==> src/logic/sltc_pkg.sv <==
// Constants, field positions and types for the link transmit coding control.
// Assumes a byte-wide register port and one 40 MHz reference clock.
package sltc_pkg;
  // ---------------------------------------------------------------------------
  // Register map
  // ---------------------------------------------------------------------------
  localparam int ADDR_W = 16;
  localparam logic [15:0] ADDR_LINK_CTRL = 16'h0571;
  localparam logic [15:0] ADDR_ENC_OPT = 16'h0572;
  localparam logic [15:0] ADDR_CKSUM_TEST = 16'h0573;
  localparam logic [15:0] ADDR_ALIGN_DLY = 16'h0574;
  localparam logic [15:0] ADDR_USER_LO = 16'h05F0;
  localparam logic [15:0] ADDR_USER_HI = 16'h05F1;
  localparam logic [15:0] ADDR_STATUS = 16'h05F2;
  localparam logic [7:0] RST_LINK_CTRL = 8'h00;
  localparam logic [7:0] RST_ENC_OPT = 8'h00;
  localparam logic [7:0] RST_CKSUM_TEST = 8'h00;
  localparam logic [3:0] RST_ALIGN_DLY = 4'h0;
  localparam logic [15:0] RST_USER = 16'h0000;
  // ---------------------------------------------------------------------------
  // Field positions
  // ---------------------------------------------------------------------------
  localparam int LINK_DOWN_BIT = 0;
  localparam int SYNC_INV_BIT = 5;
  localparam int BYPASS_BIT = 2;
  localparam int INVERT_BIT = 1;
  localparam int ENC_RSVD_BIT = 0;
  localparam int CKS_MODE_LO = 6;
  localparam int INJ_LO = 4;
  localparam int TP_LO = 0;
  localparam int DLY_LO = 4;
  localparam int ST_CGS_BIT = 0;
  localparam int ST_WAIT_BIT = 1;
  localparam int ST_DATA_BIT = 2;
  localparam int ST_DONE_BIT = 3;
  // ---------------------------------------------------------------------------
  // Codes
  // ---------------------------------------------------------------------------
  localparam logic [1:0] CKS_OCTETS = 2'b00;
  localparam logic [1:0] CKS_FIELDS = 2'b01;
  localparam logic [1:0] CKS_ZERO = 2'b10;
  localparam logic [1:0] INJ_SAMPLE = 2'b00;
  localparam logic [1:0] INJ_SYMBOL = 2'b01;
  localparam logic [1:0] INJ_SCRAMBLER = 2'b10;
  localparam logic [3:0] TP_OFF = 4'h0;
  localparam logic [3:0] TP_CHECKER = 4'h1;
  localparam logic [3:0] TP_TOGGLE = 4'h2;
  localparam logic [3:0] TP_PN31 = 4'h3;
  localparam logic [3:0] TP_PN23 = 4'h4;
  localparam logic [3:0] TP_PN15 = 4'h5;
  localparam logic [3:0] TP_PN9 = 4'h6;
  localparam logic [3:0] TP_PN7 = 4'h7;
  localparam logic [3:0] TP_RAMP = 4'h8;
  localparam logic [3:0] TP_USER_REP = 4'hE;
  localparam logic [3:0] TP_USER_ONE = 4'hF;
  // ---------------------------------------------------------------------------
  // Data widths and pattern constants
  // ---------------------------------------------------------------------------
  localparam int PAT_W = 16;
  localparam int SYM_W = 10;
  localparam int LCT_OCTETS = 13;
  localparam int LFSR_W = 31;
  localparam logic [15:0] CHECKER_A = 16'hAAAA;
  localparam logic [15:0] WORD_ONES = 16'hFFFF;
  localparam logic [30:0] LFSR_SEED = 31'h7FFF_FFFF;

  typedef enum logic [1:0] {
    ST_OFF = 2'b00,
    ST_CGS = 2'b01,
    ST_WAIT = 2'b11,
    ST_DATA = 2'b10
  } sltc_state_t;
endpackage

==> src/logic/sltc_pat_if.sv <==
// Carrier between the control top and the test pattern generator.
// Assumes both ends run on the same reference clock.
`timescale 1ns/10ps
`default_nettype none
interface sltc_pat_if;
  logic [3:0] mode;
  logic [15:0] user;
  logic [15:0] word;
  logic single_done;
  modport gen (input mode, input user, output word, output single_done);
  modport use_side (output mode, output user, input word, input single_done);
endinterface
`default_nettype wire

==> src/logic/sltc_pattern.sv <==
// Test pattern generator: one 16-bit word per clock for the selected code.
// Assumes the mode is a registered control value on the same clock.
`timescale 1ns/10ps
`default_nettype none
module sltc_pattern (
  input wire logic REF_CLK,
  input wire logic RST_N,
  sltc_pat_if.gen pat
);
  import sltc_pkg::*;

  typedef struct packed {
    logic [30:0] lfsr;
    logic [15:0] word;
    logic [15:0] ramp;
    logic [3:0] mode_q;
    logic done;
  } sltc_pat_regs_t;

  sltc_pat_regs_t r;
  sltc_pat_regs_t nxt;

  // ---------------------------------------------------------------------------
  // Sixteen serial steps of a Fibonacci shift register of width w, tap t.
  // ---------------------------------------------------------------------------
  function automatic logic [46:0] pn_step(logic [30:0] s, int w, int t);
    logic [30:0] v;
    logic [30:0] mask;
    logic [15:0] o;
    logic fb;
    v = s;
    mask = LFSR_SEED >> (LFSR_W - w);
    o = '0;
    fb = 1'b0;
    for (int i = 0; i < PAT_W; i++) begin
      fb = v[w-1] ^ v[t-1];
      v = {v[29:0], fb} & mask;
      o = {o[14:0], fb};
    end
    return {v, o};
  endfunction

  always_comb begin
    logic [30:0] base;
    logic [46:0] st;
    base = (pat.mode != r.mode_q) ? LFSR_SEED : r.lfsr;
    st = '0;
    nxt = r;
    nxt.mode_q = pat.mode;
    nxt.ramp = r.ramp + 16'h0001;
    case (pat.mode)
      TP_PN31: st = pn_step(base, 31, 28);
      TP_PN23: st = pn_step(base, 23, 18);
      TP_PN15: st = pn_step(base, 15, 14);
      TP_PN9: st = pn_step(base, 9, 5);
      TP_PN7: st = pn_step(base, 7, 6);
      default: st = {base, 16'h0000};
    endcase
    nxt.lfsr = st[46:16];
    case (pat.mode)
      TP_CHECKER: nxt.word = (r.word == CHECKER_A) ? ~CHECKER_A : CHECKER_A;
      TP_TOGGLE: nxt.word = (r.word == WORD_ONES) ? 16'h0000 : WORD_ONES;
      TP_PN31, TP_PN23, TP_PN15, TP_PN9, TP_PN7: nxt.word = st[15:0];
      TP_RAMP: nxt.word = r.ramp;
      TP_USER_REP: nxt.word = pat.user;
      TP_USER_ONE: begin
        nxt.word = r.done ? 16'h0000 : pat.user;
        nxt.done = 1'b1;
      end
      default: nxt.word = 16'h0000;
    endcase
    if (pat.mode != TP_USER_ONE) begin
      nxt.done = 1'b0;
    end
  end

  always_ff @(posedge REF_CLK or negedge RST_N) begin
    if (!RST_N) begin
      r <= '{lfsr: LFSR_SEED, default: '0};
    end else begin
      r <= nxt;
    end
  end

  assign pat.word = r.word;
  assign pat.single_done = r.done;
endmodule
`default_nettype wire

==> src/logic/sltc_top.sv <==
// Transmit coding control: encoder options, alignment checksum, test data
// injection and the wait for the alignment start after sync release.
// Assumes LMFC_EDGE is a one-cycle pulse on REF_CLK and the sync pin is async.
//
// Strobed register access was decided locally.
`timescale 1ns/10ps
`default_nettype none
module sltc_top (
  input wire logic REF_CLK,
  input wire logic RST_N,
  input wire logic [sltc_pkg::ADDR_W-1:0] REG_ADDR,
  input wire logic [7:0] REG_WDATA,
  input wire logic REG_WR,
  input wire logic REG_RD,
  output logic [7:0] REG_RDATA,
  input wire logic SYNC_REQUEST_INPUT_N,
  input wire logic LMFC_EDGE,
  input wire logic [8*sltc_pkg::LCT_OCTETS-1:0] CFG_OCTETS,
  input wire logic [sltc_pkg::PAT_W-1:0] SMP_DATA,
  input wire logic [7:0] SCR_DATA,
  input wire logic [7:0] ENC_BYTE,
  input wire logic [sltc_pkg::SYM_W-1:0] ENC_SYM,
  output logic [sltc_pkg::PAT_W-1:0] SMP_OUT,
  output logic [7:0] SCR_OUT,
  output logic [sltc_pkg::SYM_W-1:0] SYM_OUT,
  output logic SEND_CGS,
  output logic ILAS_START,
  output logic [7:0] CHECKSUM
);
  import sltc_pkg::*;

  typedef struct packed {
    logic link_down;
    logic [7:0] enc_opt;
    logic [7:0] cks_cfg;
    logic [3:0] dly;
    logic [15:0] user;
    logic [7:0] rdata;
    logic sync_s1;
    logic sync_s2;
    sltc_state_t st;
    logic [3:0] lmfc_cnt;
    logic send_cgs;
    logic ilas_start;
    logic [7:0] cksum;
    logic [15:0] smp_out;
    logic [7:0] scr_out;
    logic [9:0] sym_out;
  } sltc_top_regs_t;

  sltc_top_regs_t r;
  sltc_top_regs_t nxt;
  sltc_pat_if pat ();

  // ---------------------------------------------------------------------------
  // Helpers
  // ---------------------------------------------------------------------------
  function automatic logic [7:0] octet(logic [103:0] tbl, int i);
    return tbl[8*i +: 8];
  endfunction

  function automatic logic [7:0] fld(logic [103:0] tbl, int i, int hi, int lo);
    logic [8:0] mask;
    mask = 9'((9'h001 << (hi - lo + 1)) - 9'h001);
    return 8'(octet(tbl, i) >> lo) & mask[7:0];
  endfunction

  function automatic logic [7:0] octet_sum(logic [103:0] tbl);
    logic [7:0] s;
    s = 8'h00;
    for (int i = 0; i < LCT_OCTETS; i++) begin
      s = s + octet(tbl, i);
    end
    return s;
  endfunction

  // Each field of the link table, zero-extended from its own least bit.
  function automatic logic [7:0] field_sum(logic [103:0] t);
    return fld(t, 0, 7, 0) + fld(t, 1, 3, 0) + fld(t, 1, 7, 4) + fld(t, 2, 4, 0)
      + fld(t, 2, 5, 5) + fld(t, 2, 6, 6) + fld(t, 3, 4, 0) + fld(t, 3, 7, 7)
      + fld(t, 4, 7, 0) + fld(t, 5, 4, 0) + fld(t, 6, 7, 0) + fld(t, 7, 7, 6)
      + fld(t, 7, 4, 0) + fld(t, 8, 4, 0) + fld(t, 8, 7, 5) + fld(t, 9, 4, 0)
      + fld(t, 9, 7, 5) + fld(t, 10, 4, 0) + fld(t, 10, 7, 7);
  endfunction

  // ---------------------------------------------------------------------------
  // Decoded controls
  // ---------------------------------------------------------------------------
  logic [1:0] cks_mode;
  logic [1:0] inj;
  logic [3:0] tp;
  logic sync_req;
  logic test_on;

  assign cks_mode = r.cks_cfg[CKS_MODE_LO +: 2];
  assign inj = r.cks_cfg[INJ_LO +: 2];
  assign tp = r.cks_cfg[TP_LO +: 4];
  assign test_on = (tp != TP_OFF);
  // The pin is active low; the invert bit flips the sense before use.
  assign sync_req = ~r.sync_s2 ^ r.enc_opt[SYNC_INV_BIT];
  assign pat.mode = tp;
  assign pat.user = r.user;

  sltc_pattern u_pattern (
    .REF_CLK(REF_CLK),
    .RST_N(RST_N),
    .pat(pat.gen)
  );

  // ---------------------------------------------------------------------------
  // Next-state logic
  // ---------------------------------------------------------------------------
  always_comb begin
    logic [9:0] sym;
    nxt = r;
    sym = '0;
    // Register port: writes take effect at the strobe edge.
    if (REG_WR) begin
      case (REG_ADDR)
        ADDR_LINK_CTRL: nxt.link_down = REG_WDATA[LINK_DOWN_BIT];
        ADDR_ENC_OPT: begin
          nxt.enc_opt = 8'h00;
          nxt.enc_opt[SYNC_INV_BIT] = REG_WDATA[SYNC_INV_BIT];
          nxt.enc_opt[BYPASS_BIT] = REG_WDATA[BYPASS_BIT];
          nxt.enc_opt[INVERT_BIT] = REG_WDATA[INVERT_BIT];
          nxt.enc_opt[ENC_RSVD_BIT] = REG_WDATA[ENC_RSVD_BIT];
        end
        ADDR_CKSUM_TEST: nxt.cks_cfg = REG_WDATA;
        ADDR_ALIGN_DLY: nxt.dly = REG_WDATA[DLY_LO +: 4];
        ADDR_USER_LO: nxt.user[7:0] = REG_WDATA;
        ADDR_USER_HI: nxt.user[15:8] = REG_WDATA;
        default: nxt.user = r.user;
      endcase
    end
    nxt.rdata = 8'h00;
    if (REG_RD) begin
      case (REG_ADDR)
        ADDR_LINK_CTRL: nxt.rdata[LINK_DOWN_BIT] = r.link_down;
        ADDR_ENC_OPT: nxt.rdata = r.enc_opt;
        ADDR_CKSUM_TEST: nxt.rdata = r.cks_cfg;
        ADDR_ALIGN_DLY: nxt.rdata = {r.dly, 4'h0};
        ADDR_USER_LO: nxt.rdata = r.user[7:0];
        ADDR_USER_HI: nxt.rdata = r.user[15:8];
        ADDR_STATUS: begin
          nxt.rdata[ST_CGS_BIT] = r.send_cgs;
          nxt.rdata[ST_WAIT_BIT] = (r.st == ST_WAIT);
          nxt.rdata[ST_DATA_BIT] = (r.st == ST_DATA);
          nxt.rdata[ST_DONE_BIT] = pat.single_done;
        end
        default: nxt.rdata = 8'h00;
      endcase
    end
    // Two-flop synchroniser on the sync request pin.
    nxt.sync_s1 = SYNC_REQUEST_INPUT_N;
    nxt.sync_s2 = r.sync_s1;
    // Link state: sync characters, then the wait for the LMFC boundary.
    nxt.ilas_start = 1'b0;
    case (r.st)
      ST_OFF: begin
        if (!r.link_down) begin
          nxt.st = ST_CGS;
        end
      end
      ST_CGS: begin
        if (!sync_req) begin
          nxt.st = ST_WAIT;
          nxt.lmfc_cnt = 4'h0;
        end
      end
      ST_WAIT: begin
        if (sync_req) begin
          nxt.st = ST_CGS;
        end else if (LMFC_EDGE) begin
          if (r.lmfc_cnt == r.dly) begin
            nxt.st = ST_DATA;
            nxt.ilas_start = 1'b1;
          end else begin
            nxt.lmfc_cnt = r.lmfc_cnt + 4'h1;
          end
        end
      end
      ST_DATA: begin
        if (sync_req) begin
          nxt.st = ST_CGS;
        end
      end
      default: nxt.st = ST_OFF;
    endcase
    if (r.link_down) begin
      nxt.st = ST_OFF;
      nxt.ilas_start = 1'b0;
    end
    nxt.send_cgs = !r.link_down && sync_req;
    // Alignment checksum.
    case (cks_mode)
      CKS_OCTETS: nxt.cksum = octet_sum(CFG_OCTETS);
      CKS_FIELDS: nxt.cksum = field_sum(CFG_OCTETS);
      default: nxt.cksum = 8'h00;
    endcase
    // Data path with test injection at the selected point.
    nxt.smp_out = (test_on && inj == INJ_SAMPLE) ? pat.word : SMP_DATA;
    nxt.scr_out = (test_on && inj == INJ_SCRAMBLER) ? pat.word[7:0] : SCR_DATA;
    if (test_on && inj == INJ_SYMBOL) begin
      sym = pat.word[9:0];
    end else if (r.enc_opt[BYPASS_BIT]) begin
      sym = {2'b00, ENC_BYTE};
    end else begin
      sym = ENC_SYM;
    end
    nxt.sym_out = r.enc_opt[INVERT_BIT] ? ~sym : sym;
  end

  always_ff @(posedge REF_CLK or negedge RST_N) begin
    if (!RST_N) begin
      r <= '{
        link_down: RST_LINK_CTRL[LINK_DOWN_BIT],
        enc_opt: RST_ENC_OPT,
        cks_cfg: RST_CKSUM_TEST,
        dly: RST_ALIGN_DLY,
        user: RST_USER,
        sync_s1: 1'b1,
        sync_s2: 1'b1,
        st: ST_OFF,
        default: '0
      };
    end else begin
      r <= nxt;
    end
  end

  assign REG_RDATA = r.rdata;
  assign SMP_OUT = r.smp_out;
  assign SCR_OUT = r.scr_out;
  assign SYM_OUT = r.sym_out;
  assign SEND_CGS = r.send_cgs;
  assign ILAS_START = r.ilas_start;
  assign CHECKSUM = r.cksum;
endmodule
`default_nettype wire

==> config.mk <==
export PLATFORM = sky130hd
export DESIGN_NAME = sltc_top
export DESIGN_NICKNAME = d
export VERILOG_FILES = /design/src/logic/sltc_pkg.sv /design/src/logic/sltc_pat_if.sv /design/src/logic/sltc_pattern.sv /design/src/logic/sltc_top.sv
export SDC_FILE = /design/constraint.sdc
export NUM_CORES = 1
export LEC_CHECK = 0
export ABC_AREA = 1
export BUFFER_PORTS_ARGS = -buffer_cell sky130_fd_sc_hd__buf_2
export CELL_PAD_IN_SITES_DETAIL_PLACEMENT = 0
export CELL_PAD_IN_SITES_GLOBAL_PLACEMENT = 2
export CORE_MARGIN = 3
export CORE_UTILIZATION = 34
export CTS_CLUSTER_DIAMETER = 40
export CTS_CLUSTER_SIZE = 28
export DETAILED_ROUTE_END_ITERATION = 10
export PLACE_DENSITY = 0.79
export SYNTH_ARGS = -nofsm -noshare
export SYNTH_HDL_FRONTEND = slang
export SYNTH_HIERARCHICAL = 1
export SYNTH_SLANG_ARGS = --single-unit
==> constraint.sdc <==
create_clock -name REF_CLK -period 2.15 [get_ports REF_CLK]
set_input_delay 0.43 -clock REF_CLK [delete_from_list [all_inputs] [get_ports REF_CLK]]
set_output_delay 0.43 -clock REF_CLK [all_outputs]
set_load 0.02 [all_outputs]
; Yosys cells after proc, flatten, opt, wreduce, memory -nomap -nowiden
; Index checks and enable logic that the tools add are counted.
; W data, S select, Z words.
[word_totals]
reg_bits = 161
in_bits = 176
output_inout_bits = 52
wordCells = 220
[op_classes]
addsub = 32
n_eq_ne = 36
muxes = 33
bitwise = 77
n_reduce_logical = 20
[op_table]
columns = cell, n
row1 = $pmux W47 S5, 1
row2 = $add A8 B8 Y8, 14
row3 = $eq A16 B11 Y1 const B, 7
row4 = $pmux W16 S6, 1
row5 = $xor A1 B1 Y1, 75
row6 = $mux W16, 4
row7 = $add A8 B5 Y8, 7
row8 = $add A8 B1 Y8, 4
row9 = $eq A16 B16 Y1 const B, 2
row10 = $mux W31, 1
row11 = $mux W10, 3
row12 = $pmux W4 S5, 1
row13 = $add A16 B1 Y16 const B, 1
row14 = $add A8 B3 Y8, 2
row15 = $add A8 B4 Y8, 2
row16 = $eq A4 B3 Y1 const B, 4
row17 = $mux W8, 2
row18 = $pmux W8 S2, 1
row19 = $pmux W3 S5, 1
row20 = $eq A4 B4 Y1 const B, 3
row21 = $mux W6, 2
row22 = $reduce_and A2 Y1, 6
row23 = $not A10 Y10, 1
row24 = $add A8 B2 Y8, 1
row25 = 26 further kinds, 52

; Logic depth before layout (Yosys ltp)
; Gate-level depths: netlist (run 1).
[depth]
word_depth = 19
ltp_mapped = 23
ltp_nobuf = 23

; Modules after synthesis
; Netlist (run 1), hierarchy kept.
[modules_own_cells]
columns = module, instances, cells_each, area_each_um2, seq_area_each_um2
row1 = sltc_top, 1, 982, 8821.0, 2329.7
row2 = sltc_pattern, 1, 665, 4732.0, 1740.4

; Worst setup path before layout (run 1)
; Ideal clock, no wire load.
[synth_path]
path_type = input port to flip-flop
startpoint = in CFG_OCTETS[41] (netlist bit)
endpoint = reg r, in the netlist CHECKSUM[7]
setup_ps = 118
arrival_ps = 4745
t_required_ps = 2032
path_slack_ps = -2712
cell_stages = 22
n_path_buf = 0
cell_sequence = fa_1 > inv_1 > fa_1 > inv_1 > fa_1 > inv_1 > fa_1 > fa_1 > inv_1 > ha_1 > ha_1 > fa_1 > nand2_1 > inv_1 > o21ai_0 > nand2_1 > nand2_1 > nand2_1 > a21oi_1 > nand3_1 > nand3_1 > nand2_1
[synth_rtl]
columns = element, line
row1 = "start, declared", sltc_top.sv:18  ; input wire logic [8*sltc_pkg::LCT_OCTETS-1:0] CFG_OCTETS,
row2 = "end signal, assigned", sltc_top.sv:215  ; r <= '{
row3 = "end signal, assigned", sltc_top.sv:227  ; r <= nxt;
row4 = "end, declared", sltc_top.sv:51  ; sltc_top_regs_t r;

==> results.yml, run 1 <==
timing:
  fin_skew_ns: 0.01892
  setup_viol: 9
  hold_viol: 0
  fmax_mhz: 221.1
  drv_slew: 0
  worst_slack_ns: -2.373
  period_share_pct: 210.4
  period_minus_slack_ns: 4.523
  slew_headroom_pct: 50.89
  rsz0062_at_grt: "yes"
  tightest_slew_ns: 0.7340
drt:
  drtIter0Drc: 553
  routedWlPerCell_um: 16.72
  ant_nets: 0
  remaining_drc_errors: 0
  routed-via-count: 11860
  viasPerCell: 4.599
  wirelength_um: 43120
  first_pass_iters: 5
die:
  rows: 72
  core_um2: 39010
  floorplan.initialDensity_pct: 34.74
  die_w_um: 205.7
  ioPinCount: 228
  dieHeight_um: 205.7
  fp.dieArea_um2: 42290
flow_run:
  drv_cap: 0
worst_setup_path:
  crit_path_frequent_cell: "fa_1"
  cp_max_fo: 2
  worstSetupStartpointType: "input port"
  critPathSlowestCell: "fa_1"
  crit_chain: "buf_8 -> inv_4 -> fa_1 -> inv_2 -> fa_1 -> fa_1 -> fa_1 -> fa_1 -> fa_2 -> fa_2 -> nand2_2 -> inv_2 -> o21ai_2 -> nand2_1 -> nand2_1 -> nand2_1 -> a21oi_2 -> inv_1 -> nand2_2 -> nand3_2 -> nand2_1"
  regToRegSetupSlack_ns: -0.04
  critPathBufInv: 5
  slowest_delay_ns: 0.59
  endpoint_kind: "flip-flop"
  crit_type: "input port to flip-flop"
  required_ns: 2.55
  crit_arrival_ns: 4.93
  crit_family: "adder cells"
cells_and_area:
  seq_area_um2: 4073
  finalInstanceArea_um2: 17930
  nets: 2381
  nFillCells: 3928
  stdcell_count: 2579
  syn2layout_area_growth_pct: 32.27
  drive_above_1_share_pct: 35.84
  multi_input_area_um2: 8080
clock_network:
  cts.clk_slew.worst_paths_ns: 0.08
  clk_latency_ns: 0.46
  cts-htree-levels: 4
  clockBufferDepth: 2
  cts.sinks: 161
  tritoncts: "yes"
  cts-root-buf: "clkbuf_16"
  cts-buffers-inserted: 17
global_route:
  grt_antenna_before_repair: 2
  busiest_layer: "met2"
  overflow: 0
  met2_usage_pct: 35.27
  grt_max_degree: 48
  grt_pass1_wl_um: 67720
  grt_pass1_vias: 12440
  met1_usage_pct: 28.12
  grt_usage_pct: 20.87
  use_met3_pct: 3.180
placement:
  dp_hpwl_um: 35590
  dpl_cell_area_um2: 16370
  portBuffers: 227
  place.gp.congestion: 0.9230
  dp.cells: 2510
synth:
  yosys-top-cells-area: "dfrtp_1 24%, fa_1 18%, inv_1 9.3%"
  synth-seq-cells: 161
  synth_area_um2: 13550
  synth_common_cells: "334 x inv_1, 322 x nand2_1, 128 x dfrtp_1"
  synth.avg_cell_area_um2: 8.229
  synth_nets: 1982
  synth-edff-count: 0
  ys_types: 49
  yosys_warnings: 6
  ys_seq_area_share_pct: 30.03
  netlist_instances: 1647
  yosysTopAreaCell: "dfrtp_1"
  synth_top_cell_area_share_pct: 23.63
  async_flop_share_pct: 100.0
  yosysMostFrequentCell: "inv_1"
  synthFlopType: "dfrtp_1"
run_status:
  violations: "negative setup slack"
  status: "complete, but fails checks"
power:
  ir_worst_vdd_uv: 1692
  leakagePower_nw: 9.212
  powerDensity_nw_per_um2: 1174
worst_hold_path:
  min_path_type: "input port to flip-flop"
## layer usage
layer | wire [um] | share of wire (%)
met3 | 1571 | 3.6
met4 | 721 | 1.7
met2 | 20900 | 48
met5 | 0 | 0
met1 | 19930 | 46
## report_power, final
group          total (W)  leakage (nW)  switching [W]  internal (W)
Sequential       0.00339          1.99       0.000102       0.00329
Combinational     0.0145          6.93        0.00732       0.00717
Clock            0.00316         0.292        0.00158       0.00158
Total             0.0210          9.21        0.00900        0.0120
## flip-flops by register name (all words and copies together) (netlist names), 2 cells and up
register	flops
CHECKSUM	8
REG_RDATA	8
SCR_OUT	8
SMP_OUT	16
SYM_OUT	10
cks_mode	2
inj	2
pat.mode	4
pat.user	16
r	16
u_pattern/pat.word	16
u_pattern/r	51
## worst register-to-register path, delay by kind of cell, from the launching register on
kind	cells	cell delay (ns)
AOI/OAI and AO/OA	1	0.23
buffers and inverters	2	0.30
DFF	1	0.46
and+or+nand+nor	9	1.07
## final timing paths
kind	end	cells after the start	startpoint
worst max-delay path	CHECKSUM[7]	21	CFG_OCTETS[14]
worst min-delay path	nxt[50]	1	SYNC_REQUEST_INPUT_N
worst max register to register	u_pattern/pat.word[14]	12	pat.mode[0]
worst min register to register	r[50]	0	nxt[50]
max in group asynchronous	u_pattern/r[48]	3	RST_N
min in group asynchronous	pat.user[15]	2	RST_N
## placed cells by master (no fill, tap or decap), types with 5 or more instances in the layout
master,count
clkinv_8,8
buf_2,218
o21ai_1,16
o211ai_1,6
xor2_1,37
nand4_1,27
dfstp_2,33
nor3_1,11
nand3_4,5
buf_6,15
ha_4,5
nor2_1,97
buf_4,221
o21ai_0,82
nor2_4,21
mux2_2,6
a21oi_1,22
nand3_2,25
ha_1,30
fa_1,121
nor2_2,14
o21ai_2,23
dfrtp_1,126
inv_2,30
o22ai_1,31
a21oi_2,10
inv_1,311
nand2_1,296
clkbuf_16,17
nand2_2,31
nand2_4,5
nand3_1,66
xnor2_1,16
buf_12,11
## logic make-up (layout without fill, tap and decap cells)
| kind of cell | count (synthesis) | in the layout | share of synthesized area, % |
|---|---|---|---|
| AND/OR/NAND/NOR | 620 | 621 | 21.01 |
| AO/OA/AOI/OAI | 209 | 209 | 9.038 |
| multiplexers | 6 | 6 | 0.4985 |
| adder cells (fa/ha/maj) | 159 | 159 | 21.55 |
| buffers and inverters | 437 | 848 | 14.32 |
| flip-flops | 161 | 161 | 30.03 |
| other | 0 | 2 | 0 |
| XOR/XNOR | 55 | 55 | 3.554 |
## final cells by class
cell class,count,share of cell area (%)
flip-flops and latches,161,22.72
multi-input cells,1050,45.07
inverters,348,7.363
repair buffers,468,17.73
clock buffers,17,2.373
well taps,518,3.615
diodes,2,0.02792
clock inverters,15,1.096
## what timing repair did
action	in CTS	in global routing
hold endpoints to repair	32	0
pin swaps	48	61
cloned	1	0
setup endpoints to repair	36	38
buffers inserted	18	18
hold buffers	1	0
gates resized for setup	70	109
## metrics by stage
stage / power, W / setup WS [ns] / hold WS, ns / util [%] / TNS, ns
2_1_floorplan: 0.01104 / -2.545 / 0.1344 / - / -15.92
3_3_place_gp: 0.01525 / -2.865 / 0.3509 / 41.97 / -19.80
3_5_place_dp: 0.01550 / -2.925 / 0.3537 / 41.97 / -20.33
4_1_cts: 0.01986 / -2.391 / 0.04737 / 44.60 / -15.08
5_1_grt: 0.02325 / -2.505 / 0.04567 / 45.96 / -16.34
6_report: 0.02104 / -2.373 / 0.07507 / 45.96 / -15.11
(Power assumes the default switching activity.)
==> inputs of run 2 (changes only) <==
--- a/config.mk
+++ b/config.mk
@@ -9,7 +9,7 @@
 export BUFFER_PORTS_ARGS = -buffer_cell sky130_fd_sc_hd__buf_2
 export CELL_PAD_IN_SITES_DETAIL_PLACEMENT = 0
 export CELL_PAD_IN_SITES_GLOBAL_PLACEMENT = 2
-export CORE_MARGIN = 3
+export CORE_MARGIN = 4
 export CORE_UTILIZATION = 34
 export CTS_CLUSTER_DIAMETER = 40
 export CTS_CLUSTER_SIZE = 28
==> results.yml, run 2 (synthesized netlist as in run 1, its figures left out) <==
run_status:
  status: "complete, but fails checks"
  violations: "negative setup slack"
power:
  leakagePower_nw: 9.348
  sequentialPowerShare_pct: 16.3
  ir_worst_vdd_uv: 1940
  combPwrFrac_pct: 68.3
  intPower_w: 0.01197
  clockPowerShare_pct: 15.4
  powerDensity_nw_per_um2: 1136
  switching_power_w: 0.008841
  switching_share_pct: 42.47
timing:
  rsz0062_at_grt: "yes"
  slew_headroom_pct: 48.90
  fmax_mhz: 218.6
  period_share_pct: 212.7
  drv_slew: 0
  hold_viol: 0
  setup_viol: 25
  fin_skew_ns: 0.01743
  worst_slack_ns: -2.424
  tightest_slew_ns: 0.7637
  period_minus_slack_ns: 4.574
clock_network:
  cts-buffers-inserted: 17
  clk_latency_ns: 0.45
  clockBufferDepth: 2
  cts.sinks: 161
  cts-root-buf: "clkbuf_16"
  tritoncts: "yes"
  cts-htree-levels: 4
  cts.clk_slew.worst_paths_ns: 0.08
die:
  dieHeight_um: 207.7
  rows: 72
  ioPinCount: 228
  die_w_um: 207.7
  core_um2: 39010
  fp.dieArea_um2: 43120
  floorplan.initialDensity_pct: 34.74
flow_run:
  drv_cap: 0
placement:
  dp_hpwl_um: 35780
  portBuffers: 227
  place.gp.congestion: 0.9311
  pre_cts_ws_ns: -2.915
  dp.cells: 2509
global_route:
  grt_max_degree: 44
  grt_usage_pct: 20.25
  grt_pass1_vias: 12670
  grt_pass1_wl_um: 69410
  overflow: 0
  grt_antenna_before_repair: 2
cells_and_area:
  final_common_cell: "inv_1"
  stdcell_count: 2596
  nets: 2398
  multi_input_area_um2: 8234
  largest_register_ffs: 51
  mostFrequentLayoutCells: "306 x inv_1, 273 x nand2_1, 218 x buf_4, 216 x buf_2, 126 x dfrtp_1"
  syn2layout_area_growth_pct: 35.19
  fin_util_pct: 46.97
  seq_area_um2: 4073
  drive_above_1_share_pct: 38.10
  top_register: "u_pattern/r"
  nFillCells: 3912
worst_hold_path:
  min_path_type: "input port to flip-flop"
  hp-start: "SYNC_REQUEST_INPUT_N"
worst_setup_path:
  slowest_delay_ns: 0.57
  reg2reg_from: "pat.mode[2]"
  r2r_end: "u_pattern/pat.word[14]"
  regToRegSetupSlack_ns: -0.08
  required_ns: 2.48
  crit_chain: "buf_6 -> fa_1 -> inv_1 -> fa_1 -> inv_2 -> fa_1 -> fa_1 -> fa_1 -> fa_1 -> buf_4 -> buf_6 -> ha_4 -> nand2_2 -> nand2_2 -> a21oi_2 -> or2_4 -> nand2_2 -> nand2_2 -> a21oi_2 -> o32ai_2"
  crit_path_frequent_cell: "fa_1"
  crit_path_end: "CHECKSUM[6]"
  critPathSlowestCell: "fa_1"
  crit_arrival_ns: 4.90
  cp_max_fo: 2
  worstSetupStartpointType: "input port"
  critPathLaunch: "CFG_OCTETS[42]"
  r2r_cells: 13
  endpoint_kind: "flip-flop"
  crit_type: "input port to flip-flop"
drt:
  drtIter0Drc: 703
  ant_nets: 0
  first_pass_iters: 5
  routedWlPerCell_um: 16.87
  viasPerCell: 4.587
  remaining_drc_errors: 0
  routed-via-count: 11910
  wirelength_um: 43790
[run 2: critical path: cells and delay by family]
kind / cells / cell delay [ns]
compound gates: 3 / 0.29
fa+ha+maj: 7 / 3.25
buf+inv: 5 / 0.46
simple gates: 5 / 0.46
[run 2: stage by stage]
stage | TNS [ns] | power (W) | hold WS (ns) | instance area [um^2]
2_1_floorplan | -15.92 | 0.01104 | 0.1344 | 13590
3_3_place_gp | -18.78 | 0.01522 | 0.3506 | 16380
3_5_place_dp | -19.16 | 0.01540 | 0.3535 | 16380
4_1_cts | -14.66 | 0.01987 | 0.06876 | 17460
5_1_grt | -18.94 | 0.02295 | 0.05956 | 18320
6_report | -15.60 | 0.02082 | 0.08487 | 18320
[run 2: layout make-up]
type,count,share of cell area (%)
diodes,2,0.02731
clock buffers,17,2.322
clock inverters,15,1.038
flip-flops and latches,161,22.23
multi-input cells,1049,44.94
repair buffers,486,18.66
inverters,348,7.252
well taps,518,3.537
[run 2: timing repair]
item | CTS | global route
setup endpoints to repair | 30 | 39
gates cloned | 1 | 0
pin swaps | 56 | 87
resized for setup | 80 | 185
buffers inserted | 21 | 34
hold buffers | 1 | 0
endpoints found under the hold margin | 18 | 0
[run 2: worst min-delay path by stage]
stage	endpoint	slack (ns)	depth (start not counted)
after floorplan	CHECKSUM[0]	0.13	0
after global placement	r[50]	0.35	0
after detailed placement	r[50]	0.35	0
after CTS	nxt[50]	0.07	1
after global routing	nxt[50]	0.06	1
final	nxt[50]	0.08	1
[run 2: per-layer routing]
layer / vias to the layer above / global-route usage, % / share of wire (%)
met5: - / 0 / 0.030
met4: 2 / 4.371 / 1.8
met3: 55 / 3.355 / 4.0
met2: 240 / 34.28 / 48
met1: 5726 / 27.54 / 46
li1: 5886 / - / -
[run 2: power groups by stage]
stage          Combinational (W)  Sequential (W)  Clock (W)
3_3_place_gp              0.0118         0.00346          0
5_1_grt                   0.0161         0.00342    0.00343
6_report                  0.0142         0.00340    0.00320
2_1_floorplan            0.00764         0.00340          0
3_5_place_dp              0.0119         0.00346          0
4_1_cts                   0.0132         0.00340    0.00329
==> inputs of run 3 (changes only) <==
--- a/config.mk
+++ b/config.mk
@@ -7,14 +7,12 @@
 export LEC_CHECK = 0
 export ABC_AREA = 1
 export BUFFER_PORTS_ARGS = -buffer_cell sky130_fd_sc_hd__buf_2
-export CELL_PAD_IN_SITES_DETAIL_PLACEMENT = 0
-export CELL_PAD_IN_SITES_GLOBAL_PLACEMENT = 2
 export CORE_MARGIN = 4
-export CORE_UTILIZATION = 34
+export CORE_UTILIZATION = 47
 export CTS_CLUSTER_DIAMETER = 40
 export CTS_CLUSTER_SIZE = 28
 export DETAILED_ROUTE_END_ITERATION = 10
-export PLACE_DENSITY = 0.79
+export PLACE_DENSITY = 0.67
 export SYNTH_ARGS = -nofsm -noshare
 export SYNTH_HDL_FRONTEND = slang
 export SYNTH_HIERARCHICAL = 1
==> results.yml, run 3 (synthesized netlist as in run 1, its figures left out) <==
run_status:
  status: "complete, but fails checks"
  violations: "negative setup slack"
cells_and_area:
  finalInstanceArea_um2: 18060
  nFillCells: 2399
  fin_util_pct: 64.31
  mostFrequentLayoutCells: "312 x inv_1, 281 x nand2_1, 218 x buf_2, 189 x buf_4, 128 x dfrtp_1"
  largest_register_ffs: 51
  nets: 2371
  syn2layout_area_growth_pct: 33.28
  top_register: "u_pattern/r"
  seq_area_um2: 4070
  final_common_cell: "inv_1"
  multi_input_area_um2: 8367
  drive_above_1_share_pct: 37.58
  stdcell_count: 2428
clock_network:
  cts.sinks: 161
  cts-root-buf: "clkbuf_16"
  tritoncts: "yes"
  clockBufferDepth: 2
  clk_latency_ns: 0.44
  cts-buffers-inserted: 17
  cts.clk_slew.worst_paths_ns: 0.08
  cts-htree-levels: 4
drt:
  routedWlPerCell_um: 17.28
  wirelength_um: 41950
  drtIter0Drc: 998
  routed-via-count: 12350
  remaining_drc_errors: 0
  ant_nets: 0
  viasPerCell: 5.086
  first_pass_iters: 7
worst_setup_path:
  worstSetupStartpointType: "input port"
  required_ns: 2.52
  cp_max_fo: 2
  crit_family: "adder cells"
  crit_chain: "buf_8 -> inv_6 -> fa_1 -> inv_2 -> fa_1 -> fa_1 -> fa_1 -> fa_1 -> fa_1 -> fa_2 -> nand2_2 -> inv_2 -> o21ai_2 -> nand2_2 -> nand2_2 -> nand2_1 -> a21oi_2 -> inv_1 -> nand2_1 -> nand3_1 -> nand2_1"
  critPathSlowestCell: "fa_1"
  slowest_delay_ns: 0.60
  crit_path_frequent_cell: "fa_1"
  crit_arrival_ns: 4.96
  crit_type: "input port to flip-flop"
  endpoint_kind: "flip-flop"
  critPathBufInv: 5
timing:
  period_share_pct: 213.6
  setup_viol: 24
  rsz0062_at_grt: "yes"
  whs_ns: 0.08256
  drv_slew: 0
  slew_headroom_pct: 52.92
  hold_viol: 0
  fmax_mhz: 217.8
  tightest_slew_ns: 0.7036
  fin_skew_ns: 0.01792
  worst_slack_ns: -2.442
  period_minus_slack_ns: 4.592
global_route:
  grt_antenna_before_repair: 2
  grt_pass1_wl_um: 64150
  grt_max_degree: 41
  grt_usage_pct: 26.00
  overflow: 0
  grt_pass1_vias: 12390
power:
  powerDensity_nw_per_um2: 1137
  ir_worst_vdd_uv: 1828
  leakagePower_nw: 9.290
die:
  floorplan.initialDensity_pct: 48.25
  dieHeight_um: 177.8
  rows: 61
  fp.dieArea_um2: 31620
  die_w_um: 177.8
  ioPinCount: 228
  core_um2: 28090
placement:
  portBuffers: 227
  place.gp.congestion: 0.9447
  dp.cells: 2342
  dpl_cell_area_um2: 15970
  dp_hpwl_um: 32700
flow_run:
  drv_cap: 0
worst_hold_path:
  min_path_type: "input port to flip-flop"
## run 3: changes by cell type in the layout (fill, tap and decap cells not counted), moves of 4 or more
cell     previous run  this run
nor2_1            102        93
nand2_1           273       281
nor2_4             24        31
buf_4             218       189
buf_8               2         8
nand2_2            49        40
inv_2              35        27
inv_1             306       312
nor3_1             11         7
nand3_1            62        57
## run 3: metrics by stage
| step | total power, W | setup WS, ns | TNS, ns |
|---|---|---|---|
| floorplan | 0.01104 | -2.545 | -15.92 |
| global placement | 0.01465 | -2.859 | -18.89 |
| detailed placement | 0.01505 | -2.947 | -19.65 |
| CTS | 0.01896 | -2.469 | -15.44 |
| global route | 0.02239 | -2.605 | -18.48 |
| finish | 0.02053 | -2.442 | -15.68 |
## run 3: where the power goes
part	switching (W)	leakage, nW	internal, W
logic	0.00730	6.98	0.00657
registers	0.000109	2.00	0.00329
clock network	0.00156	0.308	0.00170
## run 3: routing by layer
metal / wire length (um) / track usage [%]
met4: 1181 / 7.928
met5: 0 / 0
met3: 2808 / 4.005
met1: 17530 / 35.35
met2: 20430 / 43.20
## run 3: final cells by class
cell class | count | share of cell area [%]
multi-input combinational | 1049 | 46.32
sequential | 161 | 22.53
timing repair buffer | 459 | 17.64
inverter | 348 | 7.363
tap | 378 | 2.618
clock buffer | 17 | 2.355
clock inverter | 15 | 1.164
antenna | 1 | 0.01385
## run 3: final timing paths
kind                       depth (start not counted)                 start               endpoint  slack (ns)
min in group asynchronous                          2                 RST_N         u_pattern/r[8]        0.51
min                                                1  SYNC_REQUEST_INPUT_N                nxt[50]        0.08
max reg2reg                                       14           pat.mode[2]  u_pattern/pat.word[3]       -0.12
max                                               21        CFG_OCTETS[26]            CHECKSUM[7]       -2.44
min reg2reg                                        0               nxt[50]                  r[50]        0.36
max in group asynchronous                          3                 RST_N                 inj[1]        1.02
## run 3: what timing repair did
action | in CTS | in global routing
resized for setup | 60 | 230
pin swaps | 43 | 106
setup buffers | 17 | 40
hold buffers | 1 | 0
setup endpoints to repair | 29 | 53
endpoints found under the hold margin | 13 | 0
